[src/core/pmc_map.vh]
// constants for the power mode controller: state codes, request codes, cause codes
// assumes inclusion by every design file of the block
`ifndef PMC_MAP_VH
`define PMC_MAP_VH

// power states
`define PMC_ST_ACTIVE    3'h0
`define PMC_ST_IDLE      3'h1
`define PMC_ST_STBY_PREP 3'h2
`define PMC_ST_STANDBY   3'h3
`define PMC_ST_SHDN_PREP 3'h4
`define PMC_ST_SHUTDOWN  3'h5
`define PMC_ST_HELD      3'h6
`define PMC_ST_WIDTH     3

// software mode requests
`define PMC_REQ_IDLE     2'h1
`define PMC_REQ_STANDBY  2'h2
`define PMC_REQ_SHUTDOWN 2'h3

// reset cause codes
`define PMC_CAUSE_POR    2'h0
`define PMC_CAUSE_PIN    2'h1
`define PMC_CAUSE_WAKE   2'h2

// io count and watchdog width
`define PMC_IO_W         30
`define PMC_WD_W         16
`define PMC_WD_ONE       16'h0001

`endif

[src/core/pmc_io_latch.v]
// io latch: holds pad values while the latch enable is high
// assumes latch enable comes from the sequencer flop
`timescale 1ns/10ps
`include "pmc_map.vh"

module pmc_io_latch (
    input  wire                   clock,
    input  wire                   rstn,
    input  wire                   clk_en,
    input  wire                   latch_en,
    input  wire [`PMC_IO_W-1:0]   io_in,
    output reg  [`PMC_IO_W-1:0]   io_out_r
);

    // follows io_in a cycle late while released, frozen while latched
    always @(posedge clock or negedge rstn) begin
        if (!rstn) begin
            io_out_r <= {`PMC_IO_W{1'b0}};
        end else if (clk_en && !latch_en) begin
            io_out_r <= io_in;
        end
    end

endmodule

[src/core/pmc_pin_wake.v]
// pin wake detector: flags a change on any pin marked as shutdown wake source
// assumes pins synchronous to clock
`timescale 1ns/10ps
`include "pmc_map.vh"

module pmc_pin_wake (
    input  wire                   clock,
    input  wire                   rstn,
    input  wire                   clk_en,
    input  wire                   arm,
    input  wire [`PMC_IO_W-1:0]   pins,
    input  wire [`PMC_IO_W-1:0]   wake_sel,
    output reg                    wake_r
);

    reg [`PMC_IO_W-1:0] ref_r;

    // reference sampled while unarmed; high while any selected pin differs from it
    always @(posedge clock or negedge rstn) begin
        if (!rstn) begin
            ref_r  <= {`PMC_IO_W{1'b0}};
            wake_r <= 1'b0;
        end else if (clk_en) begin
            if (!arm) begin
                ref_r  <= pins;
                wake_r <= 1'b0;
            end else begin
                wake_r <= |((pins ^ ref_r) & wake_sel);
            end
        end
    end

endmodule

[src/core/pmc_top.v]
// power mode controller: sequences active, idle, standby, shutdown and held states
// assumes software requests arrive as one-cycle pulses synchronous to clock
//
// Overview of operation
// - idle gates the cpu clock; enabled peripherals keep their clocks
// - any interrupt in idle returns the device to active
// - standby powers only always-on and sensor domains; wakes on pin, timer or sensor event
// - standby wake resumes cpu where it stopped; retained peripherals keep settings
// - all general-purpose pins stay latched throughout standby
// - shutdown removes power from everything including always-on and sensor domains
// - shutdown latches each pin at its pre-entry value until wake
// - change on a shutdown wake pin wakes device as a reset trigger
// - reset cause register tells pin wake, reset pin and power-on apart
// - only latched pins and flash contents survive shutdown
// - high-speed clock runs in active and idle, off otherwise
// - medium-speed clock runs active and idle, optional in standby, else off
// - low-speed clock runs in active, idle and standby, off otherwise
// - full retention active, idle and standby, none shutdown or held
// - reset pin wakes the device from every state
`timescale 1ns/10ps
`include "pmc_map.vh"

module pmc_top (
    input  wire                   clock,
    input  wire                   rstn,
    input  wire                   clk_en,
    input  wire                   reset_pin_n,
    input  wire                   mode_req_valid,
    input  wire [1:0]             mode_req,
    input  wire                   hold_req,
    input  wire                   irq_event,
    input  wire                   rtc_event,
    input  wire                   sensor_event,
    input  wire                   ext_wake_event,
    input  wire                   hf_use_crystal,
    input  wire                   lf_use_crystal,
    input  wire                   mf_in_standby,
    input  wire                   wdt_enable,
    input  wire [`PMC_IO_W-1:0]   io_in,
    input  wire [`PMC_IO_W-1:0]   shdn_wake_sel,
    output reg  [`PMC_ST_WIDTH-1:0] state_r,
    output reg                    cpu_clk_en_r,
    output reg                    periph_clk_en_r,
    output reg                    high_speed_crystal_osc_en_r,
    output reg                    high_speed_rc_osc_en_r,
    output reg                    medium_speed_rc_osc_en_r,
    output reg                    low_speed_crystal_osc_en_r,
    output reg                    low_speed_rc_osc_en_r,
    output reg                    main_pwr_en_r,
    output reg                    always_on_domain_pwr_r,
    output reg                    sensor_pwr_en_r,
    output reg                    reg_retain_r,
    output reg                    sram_retain_r,
    output reg                    cpu_resume_r,
    output reg                    io_latch_r,
    output reg                    sys_reset_r,
    output reg  [1:0]             reset_cause_r,
    output reg  [`PMC_WD_W-1:0]   watchdog_counter_r,
    output wire [`PMC_IO_W-1:0]   io_out
);

    reg [`PMC_ST_WIDTH-1:0] state_nxt;
    reg                     stby_wake_pending_r;
    wire                    shdn_wake;

    // true in states where the high-speed domain is clocked
    function is_run;
        input [`PMC_ST_WIDTH-1:0] s;
        begin
            is_run = (s == `PMC_ST_ACTIVE) || (s == `PMC_ST_IDLE);
        end
    endfunction

    // true in states where pins must be frozen
    function is_latched;
        input [`PMC_ST_WIDTH-1:0] s;
        begin
            is_latched = (s == `PMC_ST_STBY_PREP) || (s == `PMC_ST_STANDBY) ||
                         (s == `PMC_ST_SHDN_PREP) || (s == `PMC_ST_SHUTDOWN);
        end
    endfunction

    // true in states where the low-speed clock and retention stay up
    function is_kept;
        input [`PMC_ST_WIDTH-1:0] s;
        begin
            is_kept = is_run(s) || (s == `PMC_ST_STBY_PREP) || (s == `PMC_ST_STANDBY);
        end
    endfunction

    // true in states where the always-on and sensor domains are powered
    function is_powered;
        input [`PMC_ST_WIDTH-1:0] s;
        begin
            is_powered = (s != `PMC_ST_SHUTDOWN) && (s != `PMC_ST_HELD);
        end
    endfunction

    // true in the single cycle that prepares a low-power entry
    function is_prep;
        input [`PMC_ST_WIDTH-1:0] s;
        begin
            is_prep = (s == `PMC_ST_STBY_PREP) || (s == `PMC_ST_SHDN_PREP);
        end
    endfunction

    // pad hold stage
    pmc_io_latch u_latch (
        .clock    (clock),
        .rstn     (rstn),
        .clk_en   (clk_en),
        .latch_en (io_latch_r),
        .io_in    (io_in),
        .io_out_r (io_out)
    );

    // shutdown pin wake detector
    pmc_pin_wake u_wake (
        .clock    (clock),
        .rstn     (rstn),
        .clk_en   (clk_en),
        .arm      (state_r == `PMC_ST_SHUTDOWN),
        .pins     (io_in),
        .wake_sel (shdn_wake_sel),
        .wake_r   (shdn_wake)
    );

    // next power state
    // standby and shutdown are entered only through a prep cycle, so clocks are
    // gated and pins frozen while the domains still have power; the reset pin
    // overrides every state, held included, since nothing else leaves held
    always @* begin
        state_nxt = state_r;
        case (state_r)
            `PMC_ST_ACTIVE: begin
                if (hold_req) begin
                    state_nxt = `PMC_ST_HELD;
                end else if (mode_req_valid) begin
                    case (mode_req)
                        `PMC_REQ_IDLE:     state_nxt = `PMC_ST_IDLE;
                        `PMC_REQ_STANDBY:  state_nxt = `PMC_ST_STBY_PREP;
                        `PMC_REQ_SHUTDOWN: state_nxt = `PMC_ST_SHDN_PREP;
                        default:           state_nxt = `PMC_ST_ACTIVE;
                    endcase
                end
            end
            `PMC_ST_IDLE: begin
                if (irq_event) begin
                    state_nxt = `PMC_ST_ACTIVE;
                end
            end
            `PMC_ST_STBY_PREP: begin
                state_nxt = `PMC_ST_STANDBY;
            end
            `PMC_ST_STANDBY: begin
                if (stby_wake_pending_r) begin
                    state_nxt = `PMC_ST_ACTIVE;
                end
            end
            `PMC_ST_SHDN_PREP: begin
                state_nxt = `PMC_ST_SHUTDOWN;
            end
            `PMC_ST_SHUTDOWN: begin
                if (shdn_wake) begin
                    state_nxt = `PMC_ST_ACTIVE;
                end
            end
            `PMC_ST_HELD: begin
                state_nxt = `PMC_ST_HELD;
            end
            default: begin
                state_nxt = `PMC_ST_ACTIVE;
            end
        endcase
        if (!reset_pin_n) begin
            state_nxt = `PMC_ST_ACTIVE;
        end
    end

    // standby wake capture; an event in the entry cycle is kept
    always @(posedge clock or negedge rstn) begin
        if (!rstn) begin
            stby_wake_pending_r <= 1'b0;
        end else if (clk_en) begin
            if (state_r == `PMC_ST_STBY_PREP || state_r == `PMC_ST_STANDBY) begin
                stby_wake_pending_r <= stby_wake_pending_r | rtc_event | sensor_event
                                       | ext_wake_event;
            end else begin
                stby_wake_pending_r <= 1'b0;
            end
        end
    end

    // state register
    always @(posedge clock or negedge rstn) begin
        if (!rstn) begin
            state_r <= `PMC_ST_ACTIVE;
        end else if (clk_en) begin
            state_r <= state_nxt;
        end
    end

    // reset cause and system reset pulse; the latest of pin or wake is kept,
    // power-on is only ever recorded by the async reset
    always @(posedge clock or negedge rstn) begin
        if (!rstn) begin
            reset_cause_r <= `PMC_CAUSE_POR;
            sys_reset_r   <= 1'b1;
        end else if (clk_en) begin
            if (!reset_pin_n) begin
                reset_cause_r <= `PMC_CAUSE_PIN;
                sys_reset_r   <= 1'b1;
            end else if (state_r == `PMC_ST_SHUTDOWN && shdn_wake) begin
                reset_cause_r <= `PMC_CAUSE_WAKE;
                sys_reset_r   <= 1'b1;
            end else begin
                sys_reset_r   <= 1'b0;
            end
        end
    end

    // clock gating and oscillator enables, following the next state
    always @(posedge clock or negedge rstn) begin
        if (!rstn) begin
            cpu_clk_en_r                <= 1'b1;
            periph_clk_en_r             <= 1'b1;
            high_speed_crystal_osc_en_r <= 1'b0;
            high_speed_rc_osc_en_r      <= 1'b1;
            medium_speed_rc_osc_en_r    <= 1'b1;
            low_speed_crystal_osc_en_r  <= 1'b0;
            low_speed_rc_osc_en_r       <= 1'b1;
        end else if (clk_en) begin
            cpu_clk_en_r    <= (state_nxt == `PMC_ST_ACTIVE);
            periph_clk_en_r <= is_run(state_nxt);
            high_speed_crystal_osc_en_r <= is_run(state_nxt) && hf_use_crystal;
            high_speed_rc_osc_en_r      <= is_run(state_nxt) && !hf_use_crystal;
            medium_speed_rc_osc_en_r    <= is_run(state_nxt) ||
                (state_nxt == `PMC_ST_STANDBY && mf_in_standby);
            low_speed_crystal_osc_en_r  <= is_kept(state_nxt) && lf_use_crystal;
            low_speed_rc_osc_en_r       <= is_kept(state_nxt) && !lf_use_crystal;
        end
    end

    // domain power; for standby and shutdown falls only after the prep cycle has gated clocks and latched pins, held drops it at once
    always @(posedge clock or negedge rstn) begin
        if (!rstn) begin
            main_pwr_en_r          <= 1'b1;
            always_on_domain_pwr_r <= 1'b1;
            sensor_pwr_en_r        <= 1'b1;
        end else if (clk_en) begin
            main_pwr_en_r          <= is_run(state_nxt) || is_prep(state_nxt);
            always_on_domain_pwr_r <= is_powered(state_nxt);
            sensor_pwr_en_r        <= is_powered(state_nxt);
        end
    end

    // retention, resume pulse and pin latch
    always @(posedge clock or negedge rstn) begin
        if (!rstn) begin
            reg_retain_r  <= 1'b1;
            sram_retain_r <= 1'b1;
            cpu_resume_r  <= 1'b0;
            io_latch_r    <= 1'b0;
        end else if (clk_en) begin
            reg_retain_r  <= is_kept(state_nxt);
            sram_retain_r <= is_kept(state_nxt);
            cpu_resume_r  <= (state_r == `PMC_ST_STANDBY) &&
                (state_nxt == `PMC_ST_ACTIVE) && reset_pin_n;
            io_latch_r    <= is_latched(state_nxt);
        end
    end

    // watchdog: counts when running, holds in standby, clears when off
    // the standby prep cycle holds too, so no count is lost on the way down
    always @(posedge clock or negedge rstn) begin
        if (!rstn) begin
            watchdog_counter_r <= {`PMC_WD_W{1'b0}};
        end else if (clk_en) begin
            if (!is_run(state_r) && !is_latched(state_r) ||
                state_r == `PMC_ST_SHUTDOWN || state_r == `PMC_ST_SHDN_PREP) begin
                watchdog_counter_r <= {`PMC_WD_W{1'b0}};
            end else if (is_run(state_r) && wdt_enable) begin
                watchdog_counter_r <= watchdog_counter_r + `PMC_WD_ONE;
            end
        end
    end

endmodule

[config.mk]
export PLATFORM = sky130hd
export DESIGN_NAME = pmc_top
export DESIGN_NICKNAME = d
export VERILOG_FILES = /design/src/core/pmc_io_latch.v /design/src/core/pmc_pin_wake.v /design/src/core/pmc_top.v
export VERILOG_INCLUDE_DIRS = /design/src /design/src/core
export SDC_FILE = /design/constraint.sdc
export NUM_CORES = 1
export LEC_CHECK = 0
export ABC_AREA = 0
export CAP_MARGIN = 20
export CORE_MARGIN = 3
export CORE_UTILIZATION = 30
export CTS_CLUSTER_SIZE = 14
export DETAILED_ROUTE_END_ITERATION = 10
export DONT_BUFFER_PORTS = 1
export GPL_ROUTABILITY_DRIVEN = 1
export PLACE_DENSITY = 0.56
export SLEW_MARGIN = 25
export SYNTH_ARGS = -nofsm -noshare
export SYNTH_HDL_FRONTEND = slang
export SYNTH_SLANG_ARGS = --single-unit
export TNS_END_PERCENT = 5
[constraint.sdc]
create_clock -name clock -period 1.5 [get_ports clock]
set_clock_uncertainty 0.05 [all_clocks]
set_input_delay 0.225 -clock clock [delete_from_list [all_inputs] [get_ports clock]]
set_output_delay 0.225 -clock clock [all_outputs]
set_load 0.01 [all_outputs]
Word level (Yosys, flattened, before mapping)
Index checks and enable logic that the tools add are counted.
{ "totals": {"word_cells": 99, "out_inout_bits": 66, "in_bits": 76, "ff_bits": 96} }
{ "classes": {"n_eq_ne": 17, "n_reduce_logical": 39, "bitwise": 6, "n_addsub": 1, "n_mux": 16} }
{ "ops": {"columns": ["cell", "count"], "rows": [
  ["16-bit 2-to-1 mux", 2],
  ["30-bit bitwise AND", 1],
  ["30-bit OR reduction", 1],
  ["30-bit XOR", 1],
  ["3-bit case mux with 7 select lines", 1],
  ["3-bit 2-to-1 mux", 6],
  ["16-bit by 1-bit adder with 16-bit output (second input constant)", 1],
  ["3-bit equality test (second input constant)", 5],
  ["1-bit logical OR", 15],
  ["3-bit by 2-bit equality test with 1-bit output (second input constant)", 4],
  ["1-bit logical AND", 12],
  ["3-bit case mux with 3 select lines", 1],
  ["3-bit by 1-bit equality test with 1-bit output (second input constant)", 2],
  ["3-bit logical NOT", 2],
  ["3-bit != test (second input constant)", 2],
  ["2-bit AND reduction", 3],
  ["1-bit logical NOT", 5],
  ["2-bit equality test (second input constant)", 2],
  ["1-bit 2-to-1 mux", 4],
  ["2-bit 2-to-1 mux", 2],
  ["1-bit OR", 3],
  ["2-bit by 1-bit equality test with 1-bit output (second input constant)", 1],
  ["2-bit by 1-bit != test with 1-bit output (second input constant)", 1],
  ["2-bit nonzero test", 1],
  ["1-bit inverter", 1]
]} }

Logic depth before layout (Yosys ltp)
Gate-level depths: netlist of the first run.
{ "depth": {"depth_word": 11, "depth_mapped": 6, "ltp_nobuf": 5} }

Modules after synthesis
From an unflattened synthesis of the first run, not the netlist that was laid out.
{ "unflattened": {"cells_unflattened": 362, "hier_area_um2": 4565.6} }
{ "modules_own_cells": {"columns": ["module", "cells_per_inst", "area_each_um2", "instances", "seq_area_each_um2"], "rows": [
  ["pmc_top", 180, 1751.7, 1, 887.1],
  ["pmc_pin_wake", 118, 1554.0, 1, 775.7],
  ["pmc_io_latch", 64, 1260.0, 1, 750.7]
]} }

Worst setup path before layout of the first run
Ideal clock, no wire load.
{ "synth_timing": {"path_kind": "register -> register", "from": "reg state_r[0]", "to": "reg cpu_resume_r", "synth_period_minus_slack_ns": 1.649, "required_ns": 1.328, "arrival_ns": 1.478, "n_path_buf": 1, "path_stages_with_launch": 7, "setup_ns": 0.122, "setup_slack_ns": -0.149, "path_cell_list": "dfrtp_1 -> buf_6 -> a21o_1 -> a221o_1 -> a21oi_2 -> nor3_1 -> a32o_1"} }
{ "synth_via": {"elab_chain_cells": 7, "elab_cells_between_ends": 17, "cone_classes": "eq/ne (6); mux (7); reduce/logical (4)"} }
{ "synth_rtl": {"columns": ["element", "line", "source"], "rows": [
  ["start, declared", "pmc_top.v:41", "output reg [`PMC_ST_WIDTH-1:0] state_r,"],
  ["start signal, assigned", "pmc_top.v:197", "state_r <= `PMC_ST_ACTIVE;"],
  ["start signal, assigned", "pmc_top.v:199", "state_r <= state_nxt;"],
  ["3-bit 2-to-1 mux", "pmc_top.v:138", "end else if (mode_req_valid) begin"],
  ["3-bit 2-to-1 mux", "pmc_top.v:136", "if (hold_req) begin"],
  ["3-bit case mux with 7 select lines", "pmc_top.v:134", "case (state_r)"],
  ["3-bit 2-to-1 mux", "pmc_top.v:175", "if (!reset_pin_n) begin"],
  ["3-bit logical NOT (no source line)", null, null],
  ["1-bit logical AND * (2 in a row)", "pmc_top.v:267", "cpu_resume_r <= (state_r == `PMC_ST_STANDBY) &&"],
  ["end signal, assigned", "pmc_top.v:267", null],
  ["end, declared", "pmc_top.v:54", "output reg cpu_resume_r,"]
]} }
Mark *: on every way between the ends. The rest lies on a longest branch, timed or not.
A chain may end at the register's enable or synchronous reset.

Worst setup path after layout of the first run
{ "layout_timing": {"from": "reg state_r[2]", "to": "reg cpu_resume_r"} }
Same word-level chain as after synthesis.

==> results.md, run 1 <==
- Outcome: finished, violations left
- Violated checks: hold timing, setup timing
- H-Tree Depth: 3
- Crit path largest cell delay: 0.44 ns
- Register area share after synthesis: 53.8%
- Max-Cap Viols: 0
- CORE AREA: 14600 um2
- Worst IR drop on VDD: 537 uV
- Fin cells: 622
- Initial DRC Count: 94
- Detail Placement HPWL: 7.53 mm
- P&R area growth vs syn: 28.2%
- CTS tree: yes
- Count leader, synth: dfrtp_1
- Async SR Flop Fraction: 100%
- Logic pwr share: 27.0%
- Std cell rows: 44
- Clk sink count: 96
- CP Class: reg2reg
- Clock Path Buffers: 2
- Critical Path RT: 1.68 ns
- Drt drc: 0
- Slew margin rel.: 53.3%
- Routed wire per std cell: 18.6 um
- Mapped Area: 4490 um2
- Diode count: 0
- Insertion delay to the later sink of the worst-skew pair: 0.34 ns
- Fillers: 1406
- Synth Instances: 361
- Initial Util: 30.8%
- Slew Limit Fails: 0
- Gr ovfl total: 0
- Maximum fanout along the worst path: 6
- First-pass GRT wire length: 18.5 mm
- # hold bufs at CTS: 34
- DR vias: 3130
- Die area: 16500 um2
- Setup WS pre-CTS: -0.342 ns
- Most common library cells after synthesis: dfrtp_1, mux2_2, xor2_1
- Sw Pwr: 2.66 mW
- Static leakage: 2.42 nW
- Largest net degree at the start of global routing: 97
- Sw frac: 31.9%
- Clock-pin transition on the worst setup and hold timing paths: 0.07 ns
- Critical path cell sequence: a21o_1, a221o_1, a21oi_4, nor3_2, a32o_1
- Sequential group share of total power: 47.0%
- CTS root buf: clkbuf_16
- Post-layout util: 39.4%
- Largest area contributor in the netlist: dfrtp_1
- Largest cells by area after synthesis: dfrtp_1, mux2_2, xor2_1
- Startpoint types: register
- Share of cells above drive strength 1: 37.0%
- Vias in the first global route: 3384
- Placer Congestion: 0.803
- Crit path DAT: 1.80 ns
- Antenna-violating nets left: 0
- Share of the synthesized area in the top cell type: 48.5%
- #FFs+latches synth: 96
- PwrDens: 1450 nW/um2
- Nets: 511
- Setup violators final: 51
- Unrepaired setup endpoints after global routing: true
- Slowest CP cell: dfrtp_2
- Final WL: 11.6 mm
- Fin. Hold Viols: 96
- Initial antenna violation count: 0
- Number of top-level pins: 142
- Top FF cell, synth: dfrtp_1
- Clock power share: 26.0%
- Via density: 5.03
- Fin crit share: 108%
- Num CTS Buffers: 9
- Netlist cell types: 49
- Internal cell power: 5.68 mW
- PortBufs: 0
- Global-route usage over all layers: 14.5%
- Die height: 128 um
- TritonRoute pass-1 iters: 6
- Slack of the critical path: -0.120 ns
- Max Fclk: 617 MHz
- Cells after DPL: 563
- YS warnings: 0
- Post-synth EDFFs: 0
- Worst-Margin Slew: 0.700 ns
- Crit end category: register
- Hold WS: -0.485 ns
- Post-synthesis net count: 438
- Hold crit path type: in2async
- Chip width: 128 um
- Tmin final: 1.62 ns
- Syn Area/Cell: 12.4 um2
## cell type report
cell class,count,area (um2),share of cell area [%]
sequential,96,2420,42.0
multi-input combinational,246,2100,36.6
timing repair buffer,77,713,12.4
clock buffer,11,243,4.22
tap,184,230,4.00
clock inverter,4,30.0,0.522
inverter,4,15.0,0.261
## per-layer routing
metal	GRT usage, %	wire (um)	vias up
met4	7.18	310	0
met3	3.71	565	19
li1	-	-	1439
met2	23.1	5840	81
met5	0	0	-
met1	18.2	4870	1591
## power groups by stage
| stage | logic (mW) | clock network (mW) | registers (mW) |
|---|---|---|---|
| after global routing | 2.46 | 2.36 | 4.00 |
| after detailed placement | 1.89 | 0 | 3.96 |
| after floorplan | 1.32 | 0 | 3.86 |
| after global placement | 1.84 | 0 | 3.94 |
| after CTS | 2.06 | 2.26 | 3.93 |
| final | 2.25 | 2.17 | 3.92 |
## path summary, 6_finish.rpt
path | from | to | slack, ns | cells after the start
setup / recovery | state_r[2]$_DFFE_PN0P_ | cpu_resume_r$_DFFE_PN0P_ | -0.12 | 5
hold / removal | rstn | u_latch.io_out_r[25]$_DFFE_PN0P_ | -0.49 | 0
setup reg to reg | state_r[2]$_DFFE_PN0P_ | cpu_resume_r$_DFFE_PN0P_ | -0.12 | 5
hold reg to reg | u_wake.ref_r[0]$_DFFE_PN0P_ | u_wake.ref_r[0]$_DFFE_PN0P_ | 0.46 | 1
max in group asynchronous | rstn | cpu_clk_en_r$_DFFE_PN1P_ | 1.64 | 0
min in group clock | clk_en | stby_wake_pending_r$_DFFE_PN0P_ | 0.03 | 2
## flip-flops by register name, summed over array words and instances, names as in the netlist, 2 cells and up
| signal | cells |
|---|---|
| u_latch.io_out_r | 30 |
| u_wake.ref_r | 30 |
| watchdog_counter_r | 16 |
| state_r | 3 |
| reset_cause_r | 2 |
## stage by stage
step	setup TNS, ns	power [mW]	cell area (um2)
2_1_floorplan	-0.616	5.18	4490
3_3_place_gp	-3.99	5.77	4930
3_5_place_dp	-6.19	5.84	4930
4_1_cts	-4.37	8.24	5610
5_1_grt	-5.88	8.83	5750
6_report	-2.58	8.34	5750
## critical path, delay by kind of cell (launching register included)
family             cells  cell delay (ns)
DFF                    1             0.44
AOI/OAI and AO/OA      4             0.96
and+or+nand+nor        1             0.06
## repair_timing
action,in CTS,in global routing
gates cloned,1,0
endpoints found under the hold margin,172,96
setup endpoints to repair,56,60
buffers inserted,1,8
gates resized for setup,12,24
pin swaps,12,14
## cells in the final DEF (no fill, tap or decap), drive strengths merged, types with 4 or more instances in the layout
cell type    netlist  routed
xnor2              4       4
clkbuf             3      11
nand2b             4       4
dfstp              9       9
o2bb2ai            6       6
inv                3       4
mux2              65      65
nand2             19      19
nand4              8       8
o21ai              8       8
a22oi             16      16
nor2              21      21
nand3              5       5
or3                4       4
dlygate4sd3        0      33
xor2              37      37
a21oi             13      13
dfrtp             87      87
buf               13      43
nor3               5       5
## cells by family after synthesis
kind of cell | count (synthesis) | share of synthesized area (%)
mux | 65 | 16.4
compound gates | 58 | 9.65
buf+inv | 20 | 2.34
flops | 96 | 53.8
simple gates | 80 | 9.54
xor+xnor | 41 | 8.00
fa+ha+maj | 1 | 0.279
No activity file was read; power rests on OpenSTA's default activity.
==> inputs of run 2 (changes only) <==
--- a/config.mk
+++ b/config.mk
@@ -6,7 +6,7 @@
 export SDC_FILE = /design/constraint.sdc
 export NUM_CORES = 1
 export LEC_CHECK = 0
-export ABC_AREA = 0
+export ABC_AREA = 1
 export CAP_MARGIN = 20
 export CORE_MARGIN = 3
 export CORE_UTILIZATION = 30
@@ -19,4 +19,4 @@
 export SYNTH_ARGS = -nofsm -noshare
 export SYNTH_HDL_FRONTEND = slang
 export SYNTH_SLANG_ARGS = --single-unit
-export TNS_END_PERCENT = 5
+export TNS_END_PERCENT = 100
==> results.md, run 2 <==
- Commonest non-fill, non-tap cell in the layout: nand2_1 (was dfrtp_1)
- Die area: 17600 um2 (was 16500 um2)
- PortBufs: 0 (unchanged)
- Main combinational cell family by area after synthesis: simple AND/OR/NAND/NOR gates (was multiplexers)
- First-pass GRT wire length: 20.9 mm (was 18.5 mm)
- Global-route usage over all layers: 14.7% (was 14.5%)
- Post-layout util: 37.7% (was 39.4%)
- Clk sink count: 96 (unchanged)
- Tmin final: 1.52 ns (was 1.62 ns)
- Register area share after synthesis: 50.1% (was 53.8%)
- Share of cells above drive strength 1: 17.8% (was 37.0%)
- Outcome: finished, violations left (unchanged)
- Chip width: 133 um (was 128 um)
- Slack of the critical path: -0.0228 ns (was -0.120 ns)
- H-Tree Depth: 3 (unchanged)
- Hold WS: -0.477 ns (was -0.485 ns)
- Placer Congestion: 0.820 (was 0.803)
- Detail Placement HPWL: 9.36 mm (was 7.53 mm)
- Die height: 133 um (was 128 um)
- CTS tree: yes (unchanged)
- Drt drc: 0 (unchanged)
- Vias in the first global route: 4143 (was 3384)
- Max-Cap Viols: 0 (unchanged)
- Static leakage: 2.87 nW (was 2.42 nW)
- Netlist cell types: 33 (was 49)
- TritonRoute pass-1 iters: 5 (was 6)
- Gr ovfl total: 0 (unchanged)
- Hold crit path type: in2async (unchanged)
- Most common library cells after synthesis: nand2_1, dfrtp_1, inv_1 (was dfrtp_1, mux2_2, xor2_1)
- Num CTS Buffers: 9 (unchanged)
- CORE AREA: 15500 um2 (was 14600 um2)
- Violated checks: hold timing, setup timing (unchanged)
- Area share of xor/xnor cells in the synthesized design: 0.363% (was 8.00%)
- #FFs+latches synth: 96 (unchanged)
- Largest area contributor in the netlist: dfrtp_1 (unchanged)
- Crit path DAT: 1.75 ns (was 1.80 ns)
- Count leader, synth: nand2_1 (was dfrtp_1)
- R2R depth: 7 (was 5)
- Routed wire per std cell: 14.4 um (was 18.6 um)
- Async SR Flop Fraction: 100% (unchanged)
- PwrDens: 1310 nW/um2 (was 1450 nW/um2)
- Via density: 4.72 (was 5.03)
- Placed Area: 5240 um2 (was 4930 um2)
- Crit end category: register (unchanged)
- Fin crit share: 102% (was 108%)
- Worst-Margin Slew: 0.326 ns (was 0.700 ns)
- Unrepaired setup endpoints after global routing: true (unchanged)
- Synth Area in Compound Gates: 10.1% (was 9.65%)
- Adder-cell share of the synthesized area: 0.260% (was 0.279%)
- Setup violators final: 4 (was 51)
- Top FF cell, synth: dfrtp_1 (unchanged)
- Fillers: 1572 (was 1406)
- Nets: 756 (was 511)
- Initial Util: 31.1% (was 30.8%)
- Most frequent cells in the layout: nand2_1, dfrtp_1, inv_1 (was dfrtp_1, mux2_2, xor2_1)
- Post-synthesis net count: 712 (was 438)
- CTS root buf: clkbuf_16 (unchanged)
- YS warnings: 0 (unchanged)
- Largest net degree at the start of global routing: 97 (unchanged)
- Slew Limit Fails: 0 (unchanged)
- Max Fclk: 657 MHz (was 617 MHz)
- Syn Area/Cell: 7.59 um2 (was 12.4 um2)
- Initial antenna violation count: 0 (unchanged)
- DR vias: 4224 (was 3130)
- CP Class: reg2reg (unchanged)
- Number of top-level pins: 142 (unchanged)
- Antenna-violating nets left: 0 (unchanged)
- Share of the synthesized area in the top cell type: 45.2% (was 48.5%)
- Reg-to-Reg Start: state_r[1]$_DFFE_PN0P_ (was state_r[2]$_DFFE_PN0P_)
- P&R area growth vs syn: 21.3% (was 28.2%)
- Diode count: 0 (unchanged)
- R2R setup slack: -0.02 ns (was -0.12 ns)
- Clock-pin transition on the worst setup and hold timing paths: 0.07 ns (about the same)
- Final WL: 12.9 mm (was 11.6 mm)
- Insertion delay to the later sink of the worst-skew pair: 0.34 ns (about the same)
- Std cell rows: 45 (was 44)
- Initial DRC Count: 273 (was 94)
- Post-synth EDFFs: 0 (unchanged)
- Worst IR drop on VDD: 502 uV (was 537 uV)
- Critical R2R Capture: high_speed_rc_osc_en_r$_DFFE_PN1P_ (was cpu_resume_r$_DFFE_PN0P_)
- Startpoint types: register (unchanged)
- Slew margin rel.: 78.1% (was 53.3%)
- Maximum fanout along the worst path: 7 (was 6)
- Mapped Area: 4820 um2 (was 4490 um2)
- Post-Synth Simple-Gate Area: 30.2% (was 9.54%)
- Finished layout cell area: 5840 um2 (was 5750 um2)
- Critical Path RT: 1.73 ns (was 1.68 ns)
- Mux share of post-synthesis cell area: 0% (was 16.4%)
- Fin. Hold Viols: 96 (unchanged)
- Clock Path Buffers: 2 (unchanged)
- Synth Instances: 635 (was 361)
- Biggest regs: u_latch.io_out_r x30, u_wake.ref_r x30, watchdog_counter_r x16 (unchanged)
- Largest cells by area after synthesis: dfrtp_1, nand2_1, o21ai_0 (was dfrtp_1, mux2_2, xor2_1)
- # hold bufs at CTS: 12 (was 34)
-- run 2: cell types whose count changed after synthesis, sizes merged, moves of 5 or more --
| cell | delta |
|---|---|
| nand2 | +209 |
| inv | +82 |
| o21ai | +68 |
| mux2 | -65 |
| nand3 | +45 |
| xor2 | -35 |
| nor2 | +17 |
| a22oi | -15 |
| clkbuf | +6 |
| o2bb2ai | -6 |
| nor3 | +5 |
-- run 2: logic make-up after synthesis --
| group | Yosys count |
|---|---|
| compound gates | 90 |
| xor+xnor | 2 |
| fa+ha+maj | 1 |
| buf+inv | 105 |
| flops | 96 |
| simple gates | 341 |
-- run 2: worst max path at each step --
stage / from / endpoint / slack [ns] / cells after the start
6_report: state_r[1]$_DFFE_PN0P_ / high_speed_rc_osc_en_r$_DFFE_PN1P_ / -0.02 / 7
5_1_grt: state_r[1]$_DFFE_PN0P_ / io_latch_r$_DFFE_PN0P_ / -0.10 / 8
4_1_cts: state_r[2]$_DFFE_PN0P_ / io_latch_r$_DFFE_PN0P_ / 0.01 / 8
3_5_place_dp: state_r[2]$_DFFE_PN0P_ / io_latch_r$_DFFE_PN0P_ / -0.04 / 9
3_3_place_gp: u_wake.ref_r[28]$_DFFE_PN0P_ / u_wake.wake_r$_DFFE_PN0P_ / -0.01 / 9
2_1_floorplan: state_r[2]$_DFFE_PN0P_ / cpu_clk_en_r$_DFFE_PN1P_ / 0.05 / 9
-- run 2: through the flow --
step / worst slack (ns) / cells / power (mW) / setup TNS, ns / hold slack (ns)
after floorplan: 0.0467 / 635 / 4.68 / 0 / -0.121
after global placement: -0.00995 / 857 / 5.14 / -0.00995 / -0.118
after detailed placement: -0.0358 / 857 / 5.20 / -0.0948 / -0.118
after CTS: 0.0134 / 885 / 7.61 / 0 / -0.495
after global routing: -0.101 / 895 / 8.18 / -0.692 / -0.499
final: -0.0228 / 895 / 7.65 / -0.0654 / -0.477
-- run 2: power by group --
part | switching, mW | internal, mW | leakage (nW) | total (mW)
sequential | 0.617 | 3.15 | 1.19 | 3.76
combinational | 0.917 | 0.655 | 1.55 | 1.57
clock | 0.979 | 1.34 | 0.140 | 2.32
-- run 2: area by class of cell --
| type | instances | area, um2 | share of cell area [%] |
|---|---|---|---|
| Clock inverter | 3 | 42.5 | 0.728 |
| Inverter | 85 | 327 | 5.59 |
| Tap cell | 211 | 264 | 4.52 |
| Timing Repair Buffer | 53 | 457 | 7.81 |
| Clock buffer | 13 | 250 | 4.28 |
| Sequential cell | 96 | 2420 | 41.4 |
| Multi-Input combinational cell | 434 | 2090 | 35.7 |
-- run 2: timing repair --
item | CTS | global route
endpoints found under the hold margin | 119 | 96
gates cloned | 0 | 0
resized for setup | 5 | 35
setup buffers | 0 | 10
pin swaps | 0 | 11
setup endpoints to repair | 7 | 49
-- run 2: per-layer routing --
| metal | vias to the layer above | track usage, % | wire [um] |
|---|---|---|---|
| met5 | - | 0 | 0 |
| met4 | 0 | 5.54 | 259 |
| met3 | 24 | 6.31 | 1300 |
| met2 | 162 | 23.6 | 5860 |
| met1 | 1953 | 17.6 | 5460 |
| li1 | 2085 | - | - |
-- run 2: worst max-delay path: stages, from the launching register on --
cell and delay, ns:
dfrtp_2 0.47, buf_4 0.15, nor2_1 0.06, a21oi_2 0.15, nand2_2 0.11, a21oi_4 0.22, nand2_2 0.12, o21ai_2 0.13
